## config.mk

```make
export PLATFORM = sky130hd
export DESIGN_NAME = isvm_top
export DESIGN_NICKNAME = d
export VERILOG_FILES = /design/src/core/isvm_pkg.sv /design/src/core/isvm_src_cell.sv /design/src/core/isvm_top.sv
export VERILOG_INCLUDE_DIRS = /design/src /design/src/core
export SDC_FILE = /design/constraint.sdc
export NUM_CORES = 1
export LEC_CHECK = 0
export BUFFER_PORTS_ARGS = -buffer_cell sky130_fd_sc_hd__buf_2
export CORE_MARGIN = 3
export CORE_UTILIZATION = 55
export CTS_BUF_LIST = sky130_fd_sc_hd__clkbuf_8
export DETAILED_ROUTE_END_ITERATION = 10
export PLACE_DENSITY = 0.8
export SLEW_MARGIN = 20
export SYNTH_ARGS = -nofsm -noshare
export SYNTH_HDL_FRONTEND = slang
export SYNTH_SLANG_ARGS = --single-unit
```

## constraint.sdc

```tcl
create_clock -name clk -period 28.6 [get_ports clk]
set_input_delay 1.43 -clock clk [delete_from_list [all_inputs] [get_ports clk]]
set_output_delay 1.43 -clock clk [all_outputs]
set_load 0.02 [all_outputs]
```

## src/core/isvm_cfg.svh

```systemverilog
// Constants for the interrupt source vector map
`ifndef ISVM_CFG_SVH
`define ISVM_CFG_SVH

`define ISVM_NUM_SRC 26
`define ISVM_ORD_W 5
`define ISVM_LVL_W 2
`define ISVM_CNT_W 8
`define ISVM_ADDR_W 16

// Fixed default priority ordinals of the named sources
`define ISVM_ORD_EXT_PIN_ZERO 5'h00
`define ISVM_ORD_THIRD_CAPTURE 5'h01
`define ISVM_ORD_SECOND_CAPTURE 5'h02
`define ISVM_ORD_REFERENCE_CAPTURE 5'h03
`define ISVM_ORD_COMPOSITE_SYNC 5'h05
`define ISVM_ORD_FIRST_CAPTURE 5'h0a
`define ISVM_ORD_CONVERSION_DONE 5'h0e

// Address map: two bytes per ordinal, the last ordinal skips one slot
`define ISVM_VEC_BASE 16'h0006
`define ISVM_CTRL_BASE 16'hfe06
`define ISVM_ADDR_STEP 16'h0002
`define ISVM_ORD_SKIP 5'h19
`define ISVM_VEC_SKIP 16'h003a
`define ISVM_CTRL_SKIP 16'hfe3a

// Reset values
`define ISVM_CNT_RST 8'h00
`define ISVM_ORD_RST 5'h00
`define ISVM_ADDR_RST 16'h0000
`define ISVM_LVL_RST 2'h3

`endif

```

## src/core/isvm_pkg.sv

```systemverilog
// Types for the interrupt source vector map
package isvm_pkg;
  typedef enum logic [1:0] {
    ISVM_MODE_VECTORED,
    ISVM_MODE_CONTEXT,
    ISVM_MODE_COUNT,
    ISVM_MODE_TRANSFER
  } isvm_mode_t;
endpackage

```

## src/core/isvm_src_cell.sv

```systemverilog
// One request source: pending flags and service counter
`timescale 1ns/100ps
`include "isvm_cfg.svh"
module isvm_src_cell #(
  parameter int CNT_W = `ISVM_CNT_W
) (
  input wire logic clk, // System clock
  input wire logic arst_n, // Async reset, active low
  input wire logic event_in, // One-cycle request event
  input wire isvm_pkg::isvm_mode_t mode, // Handling mode
  input wire logic cnt_load, // Load service counter
  input wire logic [CNT_W-1:0] cnt_value, // Value to load
  input wire logic vec_clear, // Vectored request taken
  input wire logic fast_clear, // Transfer service done
  output logic vec_pend_q, // Vectored request pending
  output logic fast_pend_q, // Transfer service pending
  output logic [CNT_W-1:0] count_q // Service counter
);
  import isvm_pkg::*;

  logic fast_mode;
  logic last_count;

  assign fast_mode = (mode == ISVM_MODE_COUNT) || (mode == ISVM_MODE_TRANSFER);
  assign last_count = (count_q <= CNT_W'(1));

  // Set wins over clear
  always_ff @(posedge clk or negedge arst_n) begin
    if (!arst_n) begin
      vec_pend_q <= 1'b0;
    end else if (event_in && (!fast_mode || last_count)) begin
      vec_pend_q <= 1'b1; // [RQ11]
    end else if (vec_clear) begin
      vec_pend_q <= 1'b0;
    end
  end

  always_ff @(posedge clk or negedge arst_n) begin
    if (!arst_n) begin
      fast_pend_q <= 1'b0;
    end else if (event_in && mode == ISVM_MODE_TRANSFER) begin
      fast_pend_q <= 1'b1; // [RQ2]
    end else if (fast_clear) begin
      fast_pend_q <= 1'b0;
    end
  end

  always_ff @(posedge clk or negedge arst_n) begin
    if (!arst_n) begin
      count_q <= CNT_W'(`ISVM_CNT_RST);
    end else if (cnt_load) begin
      count_q <= cnt_value;
    end else if (event_in && fast_mode && count_q != CNT_W'(0)) begin
      count_q <= count_q - CNT_W'(1); // [RQ11]
    end
  end
endmodule

```

## src/core/isvm_top.sv

```systemverilog
// Maskable interrupt source table with priority grant and vector lookup
// Notes on behaviour
// RQ1 - Up to 32 sources, each routed to its own vector entry.
// RQ2 - Sources may select context switch or CPU-less transfer service instead.
// RQ3 - External pin zero edge: ordinal 0, vector 0006H, control word FE06H.
// RQ4 - Divider compare into third capture: ordinal 1, vector 0008H, word FE08H.
// RQ5 - Drum speed input edge: ordinal 2, vector 000AH, word FE0AH.
// RQ6 - Playback edge or divider compare into reference capture: ordinal 3, 000CH/FE0CH.
// RQ7 - Composite sync pin edge: ordinal 5, vector 0010H, word FE10H.
// RQ8 - Pin edge or event counter into first capture: ordinal 10, 001AH/FE1AH.
// RQ9 - Conversion done: ordinal 14, vector 0022H, word FE22H.
// RQ10 - Each maskable source gets one of four programmable priority levels.
// RQ11 - Counting mode decrements service counter per request; zero raises vectored interrupt.
// RQ12 - Timer compare sources at ordinals 4,6,7,8,9,11 with their vectors.
// RQ13 - Equal level ties go to the lowest default ordinal.
`timescale 1ns/100ps
`include "isvm_cfg.svh"
module isvm_top #(
  parameter int NUM_SRC = `ISVM_NUM_SRC,
  parameter int CNT_W = `ISVM_CNT_W
) (
  input wire logic clk, // System clock
  input wire logic arst_n, // Async reset, active low
  input wire logic ext_pin_zero_request, // External pin zero
  input wire logic drum_speed_input, // Drum speed pin
  input wire logic playback_control_signal, // Playback control pin
  input wire logic composite_sync_input, // Composite sync pin
  input wire logic capture_pin, // First capture pin
  input wire logic event_divider_compare, // Divider compare pulse
  input wire logic event_counter, // Event counter pulse
  input wire logic conversion_done, // Conversion end pulse
  input wire logic ref_capture_from_divider, // Reference capture source select
  input wire logic first_capture_from_counter, // First capture source select
  input wire logic [NUM_SRC-1:0] periph_req, // Other on-chip request pulses
  input wire logic [NUM_SRC-1:0] src_mask, // Per-source mask, 1 masks
  input wire logic [2*NUM_SRC-1:0] src_level, // Two-bit level per source
  input wire logic [2*NUM_SRC-1:0] src_mode, // Handling mode per source
  input wire logic [NUM_SRC-1:0] cnt_load, // Per-source counter load
  input wire logic [CNT_W-1:0] cnt_value, // Counter load value
  input wire logic irq_ack, // Presented request taken
  input wire logic fast_ack, // Presented transfer done
  output logic irq_valid_q, // Vectored request presented
  output logic [`ISVM_ORD_W-1:0] irq_ordinal_q, // Its ordinal
  output logic [`ISVM_ADDR_W-1:0] irq_vector_q, // Its vector address
  output logic [`ISVM_LVL_W-1:0] irq_level_q, // Its level
  output logic irq_context_q, // Context switch requested
  output logic fast_valid_q, // Transfer service presented
  output logic [`ISVM_ORD_W-1:0] fast_ordinal_q, // Its ordinal
  output logic [`ISVM_ADDR_W-1:0] fast_ctrl_word_q // Its control word address
);
  import isvm_pkg::*;

  localparam int NPIN = 5;

  logic [NPIN-1:0] pin_raw;
  logic [NPIN-1:0] pin_s1_q;
  logic [NPIN-1:0] pin_s2_q;
  logic [NPIN-1:0] pin_s3_q;
  logic [NPIN-1:0] pin_rise;
  logic [NUM_SRC-1:0] src_event;
  logic [NUM_SRC-1:0] vec_pend;
  logic [NUM_SRC-1:0] fast_pend;
  logic [NUM_SRC-1:0] vec_clear;
  logic [NUM_SRC-1:0] fast_clear;
  logic best_found;
  logic [`ISVM_ORD_W-1:0] best_ord;
  logic [`ISVM_LVL_W-1:0] best_lvl;
  logic fbest_found;
  logic [`ISVM_ORD_W-1:0] fbest_ord;

  // Ordinal 25 jumps over one unused table slot
  function automatic logic [`ISVM_ADDR_W-1:0] vec_addr(input logic [`ISVM_ORD_W-1:0] ord);
    if (ord == `ISVM_ORD_SKIP) begin
      vec_addr = `ISVM_VEC_SKIP;
    end else begin
      vec_addr = `ISVM_VEC_BASE + `ISVM_ADDR_STEP * {11'h000, ord}; // [RQ1] [RQ12]
    end
  endfunction

  function automatic logic [`ISVM_ADDR_W-1:0] ctrl_addr(input logic [`ISVM_ORD_W-1:0] ord);
    if (ord == `ISVM_ORD_SKIP) begin
      ctrl_addr = `ISVM_CTRL_SKIP;
    end else begin
      ctrl_addr = `ISVM_CTRL_BASE + `ISVM_ADDR_STEP * {11'h000, ord}; // [RQ2]
    end
  endfunction

  function automatic isvm_mode_t mode_of(input int i);
    mode_of = isvm_mode_t'(src_mode[2*i +: 2]);
  endfunction

  // Pin inputs: two-stage sync, third stage for edge detection
  assign pin_raw = {capture_pin, composite_sync_input, playback_control_signal,
                    drum_speed_input, ext_pin_zero_request};

  always_ff @(posedge clk or negedge arst_n) begin
    if (!arst_n) begin
      pin_s1_q <= '0;
      pin_s2_q <= '0;
    end else begin
      pin_s1_q <= pin_raw;
      pin_s2_q <= pin_s1_q;
    end
  end

  // Edge history; resets to the idle low level so no false edge follows reset
  always_ff @(posedge clk or negedge arst_n) begin
    if (!arst_n) begin
      pin_s3_q <= '0;
    end else begin
      pin_s3_q <= pin_s2_q;
    end
  end

  assign pin_rise = pin_s2_q & ~pin_s3_q;

  // Routing of triggers onto ordinals
  always_comb begin
    src_event = periph_req; // [RQ12]
    src_event[`ISVM_ORD_EXT_PIN_ZERO] = pin_rise[0]; // [RQ3]
    src_event[`ISVM_ORD_THIRD_CAPTURE] = event_divider_compare; // [RQ4]
    src_event[`ISVM_ORD_SECOND_CAPTURE] = pin_rise[1]; // [RQ5]
    src_event[`ISVM_ORD_REFERENCE_CAPTURE] = ref_capture_from_divider ?
        event_divider_compare : pin_rise[2]; // [RQ6]
    src_event[`ISVM_ORD_COMPOSITE_SYNC] = pin_rise[3]; // [RQ7]
    src_event[`ISVM_ORD_FIRST_CAPTURE] = first_capture_from_counter ?
        event_counter : pin_rise[4]; // [RQ8]
    src_event[`ISVM_ORD_CONVERSION_DONE] = conversion_done; // [RQ9]
  end

  // Acknowledge clears only the ordinal shown at that edge
  for (genvar g = 0; g < NUM_SRC; g++) begin : g_src
    assign vec_clear[g] = irq_ack && irq_valid_q && irq_ordinal_q == `ISVM_ORD_W'(g);
    assign fast_clear[g] = fast_ack && fast_valid_q && fast_ordinal_q == `ISVM_ORD_W'(g);
    isvm_src_cell #(
      .CNT_W(CNT_W)
    ) u_cell (
      .clk(clk),
      .arst_n(arst_n),
      .event_in(src_event[g]),
      .mode(isvm_mode_t'(src_mode[2*g +: 2])),
      .cnt_load(cnt_load[g]),
      .cnt_value(cnt_value),
      .vec_clear(vec_clear[g]),
      .fast_clear(fast_clear[g]),
      .vec_pend_q(vec_pend[g]),
      .fast_pend_q(fast_pend[g]),
      .count_q()
    );
  end

  // Vectored grant: lowest level value wins, then lowest ordinal
  // Scanning downwards leaves the lowest ordinal on equal levels
  always_comb begin
    best_found = 1'b0;
    best_ord = `ISVM_ORD_RST;
    best_lvl = `ISVM_LVL_RST;
    for (int i = NUM_SRC - 1; i >= 0; i--) begin
      if (vec_pend[i] && !src_mask[i] &&
          (!best_found || src_level[2*i +: 2] <= best_lvl)) begin // [RQ10] [RQ13]
        best_found = 1'b1;
        best_ord = `ISVM_ORD_W'(i);
        best_lvl = src_level[2*i +: 2];
      end
    end
  end

  // Transfer service grant: lowest ordinal first
  always_comb begin
    fbest_found = 1'b0;
    fbest_ord = `ISVM_ORD_RST;
    for (int i = NUM_SRC - 1; i >= 0; i--) begin
      if (fast_pend[i] && !src_mask[i]) begin
        fbest_found = 1'b1;
        fbest_ord = `ISVM_ORD_W'(i);
      end
    end
  end

  // Presented vectored request; one idle cycle after each acknowledge
  // Idle cycle hides the grant that still sees the cleared flag
  always_ff @(posedge clk or negedge arst_n) begin
    if (!arst_n) begin
      irq_valid_q <= 1'b0;
    end else begin
      irq_valid_q <= best_found && !(irq_ack && irq_valid_q);
    end
  end

  // Payload follows the grant every cycle; meaningful only while valid
  always_ff @(posedge clk or negedge arst_n) begin
    if (!arst_n) begin
      irq_ordinal_q <= `ISVM_ORD_RST;
      irq_vector_q <= `ISVM_ADDR_RST;
      irq_level_q <= `ISVM_LVL_RST;
      irq_context_q <= 1'b0;
    end else begin
      irq_ordinal_q <= best_ord;
      irq_vector_q <= vec_addr(best_ord); // [RQ1]
      irq_level_q <= best_lvl;
      irq_context_q <= mode_of(int'(best_ord)) == ISVM_MODE_CONTEXT; // [RQ2]
    end
  end

  // Transfer service request, same handshake as the vectored one
  always_ff @(posedge clk or negedge arst_n) begin
    if (!arst_n) begin
      fast_valid_q <= 1'b0;
    end else begin
      fast_valid_q <= fbest_found && !(fast_ack && fast_valid_q);
    end
  end

  always_ff @(posedge clk or negedge arst_n) begin
    if (!arst_n) begin
      fast_ordinal_q <= `ISVM_ORD_RST;
      fast_ctrl_word_q <= `ISVM_ADDR_RST;
    end else begin
      fast_ordinal_q <= fbest_ord;
      fast_ctrl_word_q <= ctrl_addr(fbest_ord); // [RQ2]
    end
  end
endmodule

```

# == Word-level counts from Yosys, hierarchy flattened ==
# Cells that the tools add are included.
# op_classes
shifts,1
bitwise,2
n_mux,290
n_reduce_logical,499
order_cmp,51
n_eq_ne,105
addsub,28
# op_table
op,n
2-to-1 mux 8 bit,52
2-to-1 mux 5 bit,52
logical AND 1 bit,237
<= comparator 8 x 1 -> 1 bit (second input constant),26
nonzero test 8 bit,26
subtractor 8 x 1 -> 8 bit (second input constant),26
2-to-1 mux 1 bit,158
nonzero test 2 bit,78
equality test 5 bit (second input constant),22
equality test 2 bit (second input constant),52
equality test 5 x 4 -> 1 bit (second input constant),16
zero test 1 bit,79
logical OR 1 bit,77
2-to-1 mux 2 bit,26
variable part select 52 x 7 -> 2 bit,1
<= comparator 2 bit,25
equality test 5 x 3 -> 1 bit (second input constant),8
equality test 5 x 2 -> 1 bit (second input constant),4
2-to-1 mux 16 bit,1
adder 10 x 7 -> 11 bit (first input constant),1
equality test 5 x 1 -> 1 bit (second input constant),2
zero test 5 bit,2
adder 3 x 6 -> 7 bit (first input constant),1
2-to-1 mux 7 bit,1
other kinds (3),3
# totals
regBits,322
input_bits,204
out_inout_bits,47
elab_cells,1065

# == Depth between registers and ports, before layout ==
# Gate-level depths: netlist (run 1).
# depth
word_depth,105
ltp_mapped,184
mapped_depth_nobuf,181

# == Cells and area by module ==
# From an unflattened synthesis (run 1), not the netlist that was laid out.
# hier_totals
cells_unflattened,2662
area_unflattened_um2,23122.2
# modules_own_cells
mod,seq_area_each_um2,cells_each,area_per_inst_um2,n_inst
isvm_src_cell,250.2,69,648.1,26
isvm_top,1078.5,868,6271.0,1

# == Worst setup path before layout (run 1) ==
# No wires, ideal clock.
# synth_path
path_kind,input -> register
startpoint,in src_mask[25]
endpoint,reg irq_context_q
n_path_buf,1
path_stages,171
required_time_ns,28.518
setup_slack_ns,-2.628
t_arrival_ns,31.146
cell_sequence,nand2b_1 nor2_1 ha_1 nor2b_1 o211a_1 or3_1 and2_1 inv_1 ha_1 and2_1 a21o_1 o21ai_0 a21oi_1 ha_1 nor2b_1 o21ai_0 o21a_1 a311o_1 (+135 left out) or2_2 ha_1 a221oi_2 nor3_2 o31a_1 ha_1 nor2b_1 o21ai_0 a21oi_1 o32ai_4 nor2_2 nand2_2 inv_4 mux2i_1 mux2i_1 a2111oi_0 o21ai_1 a31oi_1
# synth_via
elab_chain_cells,105
word_cells_on_any_way,180
# synth_rtl
item,line_no,rtl
from (decl),isvm_top.sv:35,"input wire logic [NUM_SRC-1:0] src_mask,"
zero test 1 bit *,isvm_top.sv:159,if (vec_pend[i] && !src_mask[i] &&
logical AND 1 bit *,isvm_top.sv:159,
2-to-1 mux 2 bit or 2-to-1 mux 1 bit (tied branches),isvm_top.sv:159,
<= comparator 2 bit or zero test 1 bit (tied branches),isvm_top.sv:160,(!best_found || src_level[2*i +: 2] <= best_lvl)) begin
logical OR 1 bit,isvm_top.sv:160,
logical AND 1 bit,isvm_top.sv:159,
2-to-1 mux 2 bit or 2-to-1 mux 1 bit (tied branches),isvm_top.sv:159,
<= comparator 2 bit or zero test 1 bit (tied branches),isvm_top.sv:160,
(+89 left out),n/a,
logical AND 1 bit,isvm_top.sv:159,
2-to-1 mux 2 bit or 2-to-1 mux 1 bit (tied branches),isvm_top.sv:159,
<= comparator 2 bit or zero test 1 bit (tied branches),isvm_top.sv:160,
logical OR 1 bit,isvm_top.sv:160,
logical AND 1 bit,isvm_top.sv:159,
2-to-1 mux 5 bit *,isvm_top.sv:159,
variable part select 52 x 7 -> 2 bit *,isvm_top.sv:89,mode_of = isvm_mode_t'(src_mode[2*i +: 2]);
equality test 2 x 1 -> 1 bit *,isvm_top.sv:201,irq_context_q <= mode_of(int'(best_ord)) == ISVM_MODE_CONTEXT;
to (signal assigned),isvm_top.sv:196,irq_context_q <= 1'b0;
to (signal assigned),isvm_top.sv:201,
to (decl),isvm_top.sv:46,"output logic irq_context_q,"
# Mark *: on every way between the ends. The rest lies on a longest branch, timed or not.
# A chain may end at the register's enable or synchronous reset.

# == Final worst setup path (run 1) ==
# Ends and elaborated chain as after synthesis.

==> out/qor.csv, run 1 <==
metric,value,unit
status,"complete, but fails checks",
failing checks,"DRC, setup timing",
Seq cells post-synth,303,
vias per cell,5.93,
detailed-route wire length,66.6,mm
CTS tree,built,
r2r setup slk,-1.34,ns
Mapped Cells,2323,
insertion delay to the later sink of the worst-skew pair,0.60,ns
fin crit share,107,%
"Slowest-stage cell, CP",a221o_1,
hold path cells,0,
Clock Pin Slew Worst Setup and Hold Paths,0.07,ns
final setup fails,13,
most frequent cells in the layout,"nand2_1 (401), dfrtp_1 (301), o21ai_0 (256)",
Avg WL per Cell,20.1,um
Layout Skew,0.0238,ns
fillers,2429,
Synth area leaders,"dfrtp_1 (38%), ha_1 (8.2%), nand2_1 (7.9%)",
worst min path class,reg -> reg,
Top Ports,251,
layout cells sized above 1,28.3,%
DR iter-0 viols,1554,
Final Max Slew Viols,0,
multi-input logic area,12800,sq um
ANT nets after route,0,
min Tclk post-route,30.51,ns
syn avg cell area,8.56,sq um
H-Tree Depth,2,
WP data arrival,31.02,ns
FF-to-FF End,irq_context_q,
initial core utilization,55.9,%
DIE WIDTH,196,um
Synth Cell Area,19900,sq um
dpl hpwl,45.3,mm
die area,38500,sq um
post-synthesis async set-or-reset flop share,100,%
Max transition margin,30.0,%
Critical Path RT,29.11,ns
Root Buffer,clkbuf_8,
CP max FO,6,
RSZ-0062 raised after global routing,true,
Die Span Y,196,um
sequential area share after synthesis,38.1,%
global-route wire length before repair,98.3,mm
worst setup margin,-1.91,ns
Pre-antenna DRT Iters,10,
FMAX,32.8,MHz
pin count of the biggest net entering global routing,180,
Inserted Clock Buffers,48,
max-cap violations,0,
worst-margin pin slew,1.05,ns
"Worst Path Class, Setup",in -> reg,
row count,69,
Post-route DRC,2,
Crit. End Element,flip-flop,
core footprint,35600,sq um
hold_sp,pin_s1_q[0],
reg2reg start,g_src[25].u_cell.vec_pend_q,
initial antenna violation count,17,
top_reg_cell synth,dfrtp_1,
CTS Buffer Depth,3,
Hold Path End,pin_s2_q[0],
Final Hold Vio Count,0,
YS warnings,0,
nets,3138,
number of synthesized flops with an enable pin,0,
via count,19600,
Final Instance Count excl. Fillers,3314,
CTS Hold Bufs,0,
"most common cell after layout, fill and taps aside",nand2_1,
GP Congestion,0.989,
Reg area,7580,sq um
most common cell type on the critical path,o21ai_2,
post-placement cell count,3093,
CTS sink count,303,
Netlist cell types,89,
cell taking the most area after synthesis,dfrtp_1,
input/output buffers,230,
CP peak stage delay,0.38,ns
total gr overflow,0,
Worst Setup Start Kind,input pin,
FF-to-FF path depth,181,
number of global-route vias before repair,19200,
Yosys top cell area share,37.9,%
Area Overhead vs Synth,29.2,%
overall routing resource usage,31.7,%
## worst max-delay path by stage
| stage | cells past startpoint | endpoint | start |
|---|---|---|---|
| final | 182 | irq_context_q | src_mask[25] |
| after global routing | 185 | irq_context_q | src_mask[25] |
| after CTS | 181 | irq_context_q | src_mask[25] |
| after detailed placement | 179 | irq_context_q | src_mask[25] |
| after global placement | 177 | irq_context_q | src_mask[25] |
| after floorplan | 176 | irq_context_q | src_mask[25] |
## per-stage QoR
step / utilization [%] / setup TNS [ns] / cell area (sq um) / worst slack (ns) / hold slack [ns]
finish: 72.2 / -17.40 / 25700 / -1.91 / 0.351
global route: 72.2 / -32.28 / 25700 / -3.05 / 0.357
CTS: 70.0 / -2.88 / 24900 / -0.832 / 0.352
global placement: 64.1 / -10.45 / 22800 / -1.42 / 0.336
floorplan: - / -0.974 / 20300 / -0.407 / 0.331
detailed placement: 64.1 / -23.70 / 22800 / -2.47 / 0.339
## routing by layer
metal  vias up  GRT usage [%]  share of wire [%]
li1       9032              -                  -
met1      9313           39.9                 38
met2       980           53.0                 48
met3       308           4.67                8.0
met4         8           16.9                6.4
met5         -              0              0.086
## Yosys cell counts, types with 60 or more instances
cell	count
xor2_1	65
nand2_1	419
nand2b_1	60
nor2b_1	69
nor2_1	123
dfrtp_1	301
nor3_1	93
a21oi_1	72
ha_1	130
inv_1	114
xnor2_1	117
o21ai_0	285
## layout make-up
type,count,share of cell area [%]
antenna,20,0.195
clock buffer,60,3.21
clock inverter,19,0.429
inverter,115,1.76
multi-input combinational,1837,49.7
sequential,303,29.5
tap,461,2.24
timing repair buffer,498,12.9
timing repair inverter,1,0.0243
## logic make-up (layout without fill, tap and decap cells)
family	Yosys count	after routing	synth area share [%]
DFF	303	303	38.1
adders and majority gates	130	130	8.18
xor gates and xnor gates	182	182	8.02
buffers and inverters	197	693	4.23
and+or+nand+nor	928	928	22.0
AOI/OAI and AO/OA	538	538	17.1
other	2	36	0.0378
muxes	43	43	2.26
## sequential cells by signal, indices dropped and copies added, names as in the netlist
register / flops
pin_s3_q: 5
irq_vector_q: 6
irq_context_q: 1
g_src.u_cell.fast_pend_q: 26
g_src.u_cell.vec_pend_q: 26
irq_valid_q: 1
fast_ctrl_word_q: 7
fast_valid_q: 1
fast_ordinal_q: 5
pin_s1_q: 5
irq_ordinal_q: 5
g_src.u_cell.count_q: 208
irq_level_q: 2
pin_s2_q: 5
## critical path, delay by kind of cell
kind                       cells  cell delay [ns]
AOI/OAI and AO/OA             78            11.94
and+or+nand+nor               57             7.56
adders and majority gates     25             6.68
buffers and inverters         17             2.04
muxes                          5             1.31
## repair_timing
item	in CTS	in global routing
pin swaps	85	84
cloned	2	0
resized for setup	91	118
endpoints found under the setup margin	13	13
setup buffers	91	36
Power of run 1 is left out: the tool's default activity adds up to more than one toggle a clock period on the data nets, which glitch-free logic cannot reach.
==> run 2: changes to the inputs <==
--- a/config.mk
+++ b/config.mk
@@ -8,10 +8,10 @@
 export LEC_CHECK = 0
 export BUFFER_PORTS_ARGS = -buffer_cell sky130_fd_sc_hd__buf_2
 export CORE_MARGIN = 3
-export CORE_UTILIZATION = 55
+export CORE_UTILIZATION = 48
 export CTS_BUF_LIST = sky130_fd_sc_hd__clkbuf_8
 export DETAILED_ROUTE_END_ITERATION = 10
-export PLACE_DENSITY = 0.8
+export PLACE_DENSITY = 0.72
 export SLEW_MARGIN = 20
 export SYNTH_ARGS = -nofsm -noshare
 export SYNTH_HDL_FRONTEND = slang
==> out/qor.csv, run 2 (same netlist as run 1, synthesis figures left out) <==
metric,value,unit,change
dpl hpwl,45.7,mm,+1.1%
H-Tree Depth,2,,unchanged
Die Span Y,210,um,+6.8%
Pre-antenna DRT Iters,5,,-5
pin count of the biggest net entering global routing,174,,-3.3%
Hold Path End,pin_s2_q[4],,
core footprint,40300,sq um,+13%
"most common cell after layout, fill and taps aside",nand2_1,,
nets,3170,,+1.0%
reg2reg start,g_src[25].u_cell.vec_pend_q,,
fin crit share,105,%,-1.3 points
overall routing resource usage,28.3,%,-3.4 points
Crit. End Element,flip-flop,,
worst min path class,reg -> reg,,
input/output buffers,230,,unchanged
GP Congestion,0.940,,-5.0%
Worst Setup Start Kind,input pin,,
max-cap violations,0,,unchanged
insertion delay to the later sink of the worst-skew pair,0.60,ns,about the same
hold path cells,0,,unchanged
CP peak stage delay,0.36,ns,-0.02 ns
FF-to-FF path depth,178,,-1.7%
"Worst Path Class, Setup",in -> reg,,
final setup fails,13,,unchanged
Worst Setup SP,src_mask[25],,
initial antenna violation count,22,,+5
DR iter-0 viols,1360,,-12%
ANT nets after route,0,,unchanged
max FFs per register,208,,unchanged
global-route wire length before repair,99.8,mm,+1.6%
Regs by FF count,"g_src.u_cell.count_q (208), g_src.u_cell.fast_pend_q (26), g_src.u_cell.vec_pend_q (26)",,
layout cells sized above 1,28.9,%,+0.53 points
Area Overhead vs Synth,31.7,%,
DIE WIDTH,210,um,+6.8%
design area,26200,sq um,+1.9%
CP max FO,6,,unchanged
met2 Use GR,46.3,%,-6.7 points
r2r setup slk,-1.08,ns,+0.26 ns
Critical Path RT,29.13,ns,+0.02 ns
CTS tree,built,,
"Slowest-stage cell, CP",mux2_2,,
number of global-route vias before repair,19000,,-0.77%
Top Ports,251,,unchanged
worst-margin pin slew,0.931,ns,-0.119 ns
Root Buffer,clkbuf_8,,
Inserted Clock Buffers,51,,+6.3%
hold_sp,pin_s1_q[4],,
die area,43900,sq um,+14%
Final Max Slew Viols,0,,unchanged
"Largest delay share family, worst path",compound AO/OA/AOI/OAI gates,,
"Core Util, Final",65.0,%,-7.2 points
total gr overflow,0,,unchanged
min Tclk post-route,30.12,ns,-0.386 ns
most frequent cells in the layout,"nand2_1 (402), dfrtp_1 (301), buf_4 (280)",,
detailed-route wire length,65.8,mm,-1.2%
worst setup margin,-1.52,ns,+0.386 ns
Layout Skew,0.0254,ns,+0.00161 ns
sum of negative setup slack,-11.59,ns,+5.81 ns
worst slack at placement,-2.78,ns,-0.317 ns
CTS Hold Bufs,0,,unchanged
vias per cell,5.61,,-5.3%
Final Hold Vio Count,0,,unchanged
failing checks,setup timing,,
met1 usage,36.9,%,-3.0 points
RSZ-0062 raised after global routing,true,,
M3 GR Usage,5.25,%,+0.58 points
via count,19200,,-2.3%
"Cell Area, Placed",22800,sq um,about the same
Post-route DRC,0,,-2
initial core utilization,49.4,%,-6.5 points
GR peak layer,met2,,
WP data arrival,30.65,ns,-0.37 ns
FF-to-FF End,irq_context_q,,
CTS sink count,303,,unchanged
Largest Register,g_src.u_cell.count_q,,
status,"complete, but fails checks",,
Max transition margin,37.9,%,+8.0 points
CTS Buffer Depth,3,,unchanged
critical path buffer and inverter count,14,,-3
row count,73,,+5.8%
FMAX,33.2,MHz,+1.3%
Clock Pin Slew Worst Setup and Hold Paths,0.06,ns,about the same
Avg WL per Cell,19.2,um,-4.3%
run 2: cell type report:
type	count	area (sq um)
Antenna cell	18	45.0
Tap cell	525	657
Sequential cell	303	7580
Multi-Input combinational cell	1837	12800
Clock inverter	26	193
Inverter	115	447
Fill cell	3238	14100
Clock buffer	69	950
Timing Repair Buffer	528	3500
run 2: worst max-delay path by stage:
stage               cells past startpoint  slack, ns            end
CTS                                   179      -0.94  irq_context_q
global placement                      179      -2.36  irq_context_q
floorplan                             176      -0.41  irq_context_q
global route                          180      -2.83  irq_context_q
finish                                179      -1.52  irq_context_q
detailed placement                    177      -2.78  irq_context_q
run 2: timing repair:
action,in CTS,in global routing
setup buffers,125,36
endpoints found under the setup margin,13,13
pin swaps,67,105
gates resized for setup,90,114
cloned,0,0
run 2: stage by stage:
step	cells	hold slack, ns
finish	3421	0.328
global route	3414	0.348
CTS	3371	0.340
detailed placement	3152	0.336
global placement	3152	0.333
floorplan	2337	0.331
run 2: metal layers:
| metal | share of wire [%] | routed length [um] |
|---|---|---|
| met5 | 0.14 | 91 |
| met4 | 4.3 | 2850 |
| met3 | 7.5 | 4960 |
| met2 | 47 | 30700 |
| met1 | 41 | 27200 |
run 2: worst reg2reg max path: cells and delay by family (launching register included):
family | cells | cell delay (ns)
mux | 5 | 1.39
flops | 1 | 0.49
fa+ha+maj | 25 | 6.56
buf+inv | 13 | 1.43
compound gates | 77 | 12.17
simple gates | 58 | 7.52
Power of run 2 is left out for the same reason.
==> run 3: changes to the inputs <==
--- a/config.mk
+++ b/config.mk
@@ -11,7 +11,7 @@
 export CORE_UTILIZATION = 48
 export CTS_BUF_LIST = sky130_fd_sc_hd__clkbuf_8
 export DETAILED_ROUTE_END_ITERATION = 10
-export PLACE_DENSITY = 0.72
+export PLACE_DENSITY = 0.69
 export SLEW_MARGIN = 20
 export SYNTH_ARGS = -nofsm -noshare
 export SYNTH_HDL_FRONTEND = slang
==> constraint.sdc (replaced) <==
create_clock -name clk -period 34 [get_ports clk]
set_input_delay 1.7 -clock clk [delete_from_list [all_inputs] [get_ports clk]]
set_output_delay 1.7 -clock clk [all_outputs]
set_load 0.02 [all_outputs]
==> out/qor.csv, run 3 (same netlist as run 1, synthesis figures left out) <==
metric,value,unit,change
max-cap violations,0,,unchanged
initial core utilization,49.4,%,unchanged
Inserted Clock Buffers,51,,unchanged
final setup fails,0,,-13
via count,17800,,-7.1%
CP peak stage delay,0.50,ns,+0.14 ns
worst min path class,reg -> reg,,
min Tclk post-route,31.91,ns,
DIE WIDTH,210,um,unchanged
overall routing resource usage,26.6,%,-1.7 points
reg2reg start,g_src[25].u_cell.vec_pend_q,,
vias per cell,5.64,,+0.47%
fillers,3681,,+14%
Die Span Y,210,um,unchanged
insertion delay to the later sink of the worst-skew pair,0.62,ns,+0.02 ns
Top Ports,251,,unchanged
WP data arrival,32.45,ns,+1.80 ns
layout cells sized above 1,16.5,%,-12 points
input/output buffers,230,,unchanged
detailed-route wire length,60.1,mm,-8.6%
fin crit share,93.9,%,
Area Overhead vs Synth,15.9,%,
nets,2913,,-8.1%
PwrDens,110,nW/um^2,
multi-input logic area,11700,sq um,-9.0%
hold_sp,pin_s1_q[2],,
global-route wire length before repair,93.8,mm,-6.1%
initial antenna violation count,19,,-14%
Critical Path RT,34.54,ns,+5.41 ns
Crit. End Element,flip-flop,,
Worst Setup SP,src_mask[25],,
total gr overflow,0,,unchanged
Root Buffer,clkbuf_8,,
max FFs per register,208,,unchanged
number of global-route vias before repair,17600,,-7.3%
H-Tree Depth,2,,unchanged
Layout Skew,0.0403,ns,+0.0149 ns
"most common cell after layout, fill and taps aside",nand2_1,,
dpl hpwl,44.6,mm,-2.6%
"Worst Path Class, Setup",in -> reg,,
Reg area,7580,sq um,unchanged
Largest Register,g_src.u_cell.count_q,,
row count,73,,unchanged
status,finished clean,,
Pre-antenna DRT Iters,7,,+2
CTS Buffer Depth,3,,unchanged
"Slowest-stage cell, CP",or3b_2,,
CTS Hold Bufs,0,,unchanged
DR iter-0 viols,1461,,+7.4%
CTS tree,built,,
worst-margin pin slew,1.13,ns,+0.200 ns
Post-route DRC,0,,unchanged
FMAX,31.3,MHz,
ANT nets after route,0,,unchanged
most common cell type on the critical path,ha_1,,
total power,2.54,mW,
Final Max Slew Viols,0,,unchanged
pin count of the biggest net entering global routing,178,,+2.3%
P_leak,10.2,nW,
VDD IR max,0.172,mV,
Avg WL per Cell,19.0,um,-1.2%
Worst Setup Start Kind,input pin,,
GP Congestion,0.934,,-0.61%
sum of negative setup slack,0,ns,+11.59 ns
Clock Pin Slew Worst Setup and Hold Paths,0.06,ns,about the same
Regs by FF count,"g_src.u_cell.count_q (208), g_src.u_cell.fast_pend_q (26), g_src.u_cell.vec_pend_q (26)",,
most frequent cells in the layout,"nand2_1 (419), dfrtp_1 (301), o21ai_0 (269)",,
core footprint,40300,sq um,unchanged
Max transition margin,24.6,%,-13 points
CTS sink count,303,,unchanged
die area,43900,sq um,unchanged
Final Hold Vio Count,0,,unchanged
"Core Util, Final",57.2,%,-7.8 points
CP max FO,17,,+11
run 3: cell types whose count changed in the layout (fill, tap and decap cells not counted), sizes merged:
cell and change:
buf -257, bufinv -1, clkbuf +4, clkinv +1, clkinvlp -2, diode +1
inv -3
run 3: report_power, final:
group / switching [mW] / total [mW] / leakage, nW / internal, mW
logic: 0.971 / 1.72 / 6.05 / 0.745
registers: 0.0458 / 0.466 / 3.52 / 0.420
clock network: 0.154 / 0.359 / 0.643 / 0.205
total: 1.17 / 2.54 / 10.2 / 1.37
run 3: critical path, delay by kind of cell:
family | cells | cell delay (ns)
AO/OA/AOI/OAI | 76 | 12.46
adder cells (fa/ha/maj) | 25 | 7.02
buffers and inverters | 9 | 0.95
multiplexers | 6 | 1.89
AND/OR/NAND/NOR | 58 | 8.36
run 3: what timing repair did:
item | 4_1_cts | 5_1_grt
buffers inserted | 0 | 7
gates resized for setup | 0 | 53
setup endpoints to repair | 0 | 13
run 3: final cells by class:
class                   instances  area share (%)
inverters                     115            1.93
flip-flops and latches        303            32.9
repair buffers                271            6.48
clock buffers                  73            4.36
diodes                         19           0.206
clock inverters                21           0.630
multi-input cells            1837            50.6
well taps                     525            2.85
run 3: final timing paths:
kind	to	slack (ns)	cells past startpoint
min	pin_s2_q[2]	0.35	0
min reg2reg	pin_s2_q[2]	0.35	0
min in group asynchronous	irq_vector_q[6]	1.18	1
max reg2reg	irq_context_q	2.95	173
max	irq_context_q	2.09	174
max in group asynchronous	g_src[22].u_cell.count_q[5]	31.11	2
run 3: through the flow:
| step | area [sq um] | setup WS [ns] | cells | hold WS, ns |
|---|---|---|---|---|
| global route | 23000 | -0.0418 | 3157 | 0.357 |
| CTS | 22800 | 0.0112 | 3138 | 0.354 |
| finish | 23000 | 2.09 | 3164 | 0.354 |
| floorplan | 19900 | 2.50 | 2337 | 0.331 |
| detailed placement | 21600 | -0.434 | 3044 | 0.339 |
| global placement | 21600 | -0.0442 | 3044 | 0.332 |
run 3: metal layers:
| layer | vias to the layer above | track usage [%] | wire [um] |
|---|---|---|---|
| met1 | 8512 | 35.7 | 25700 |
| met2 | 610 | 42.0 | 27200 |
| met3 | 141 | 5.46 | 4740 |
| li1 | 8563 | - | - |
| met5 | - | 0 | 56 |
| met4 | 8 | 11.4 | 2440 |
Note: power is estimated with default switching activity, not from simulation.
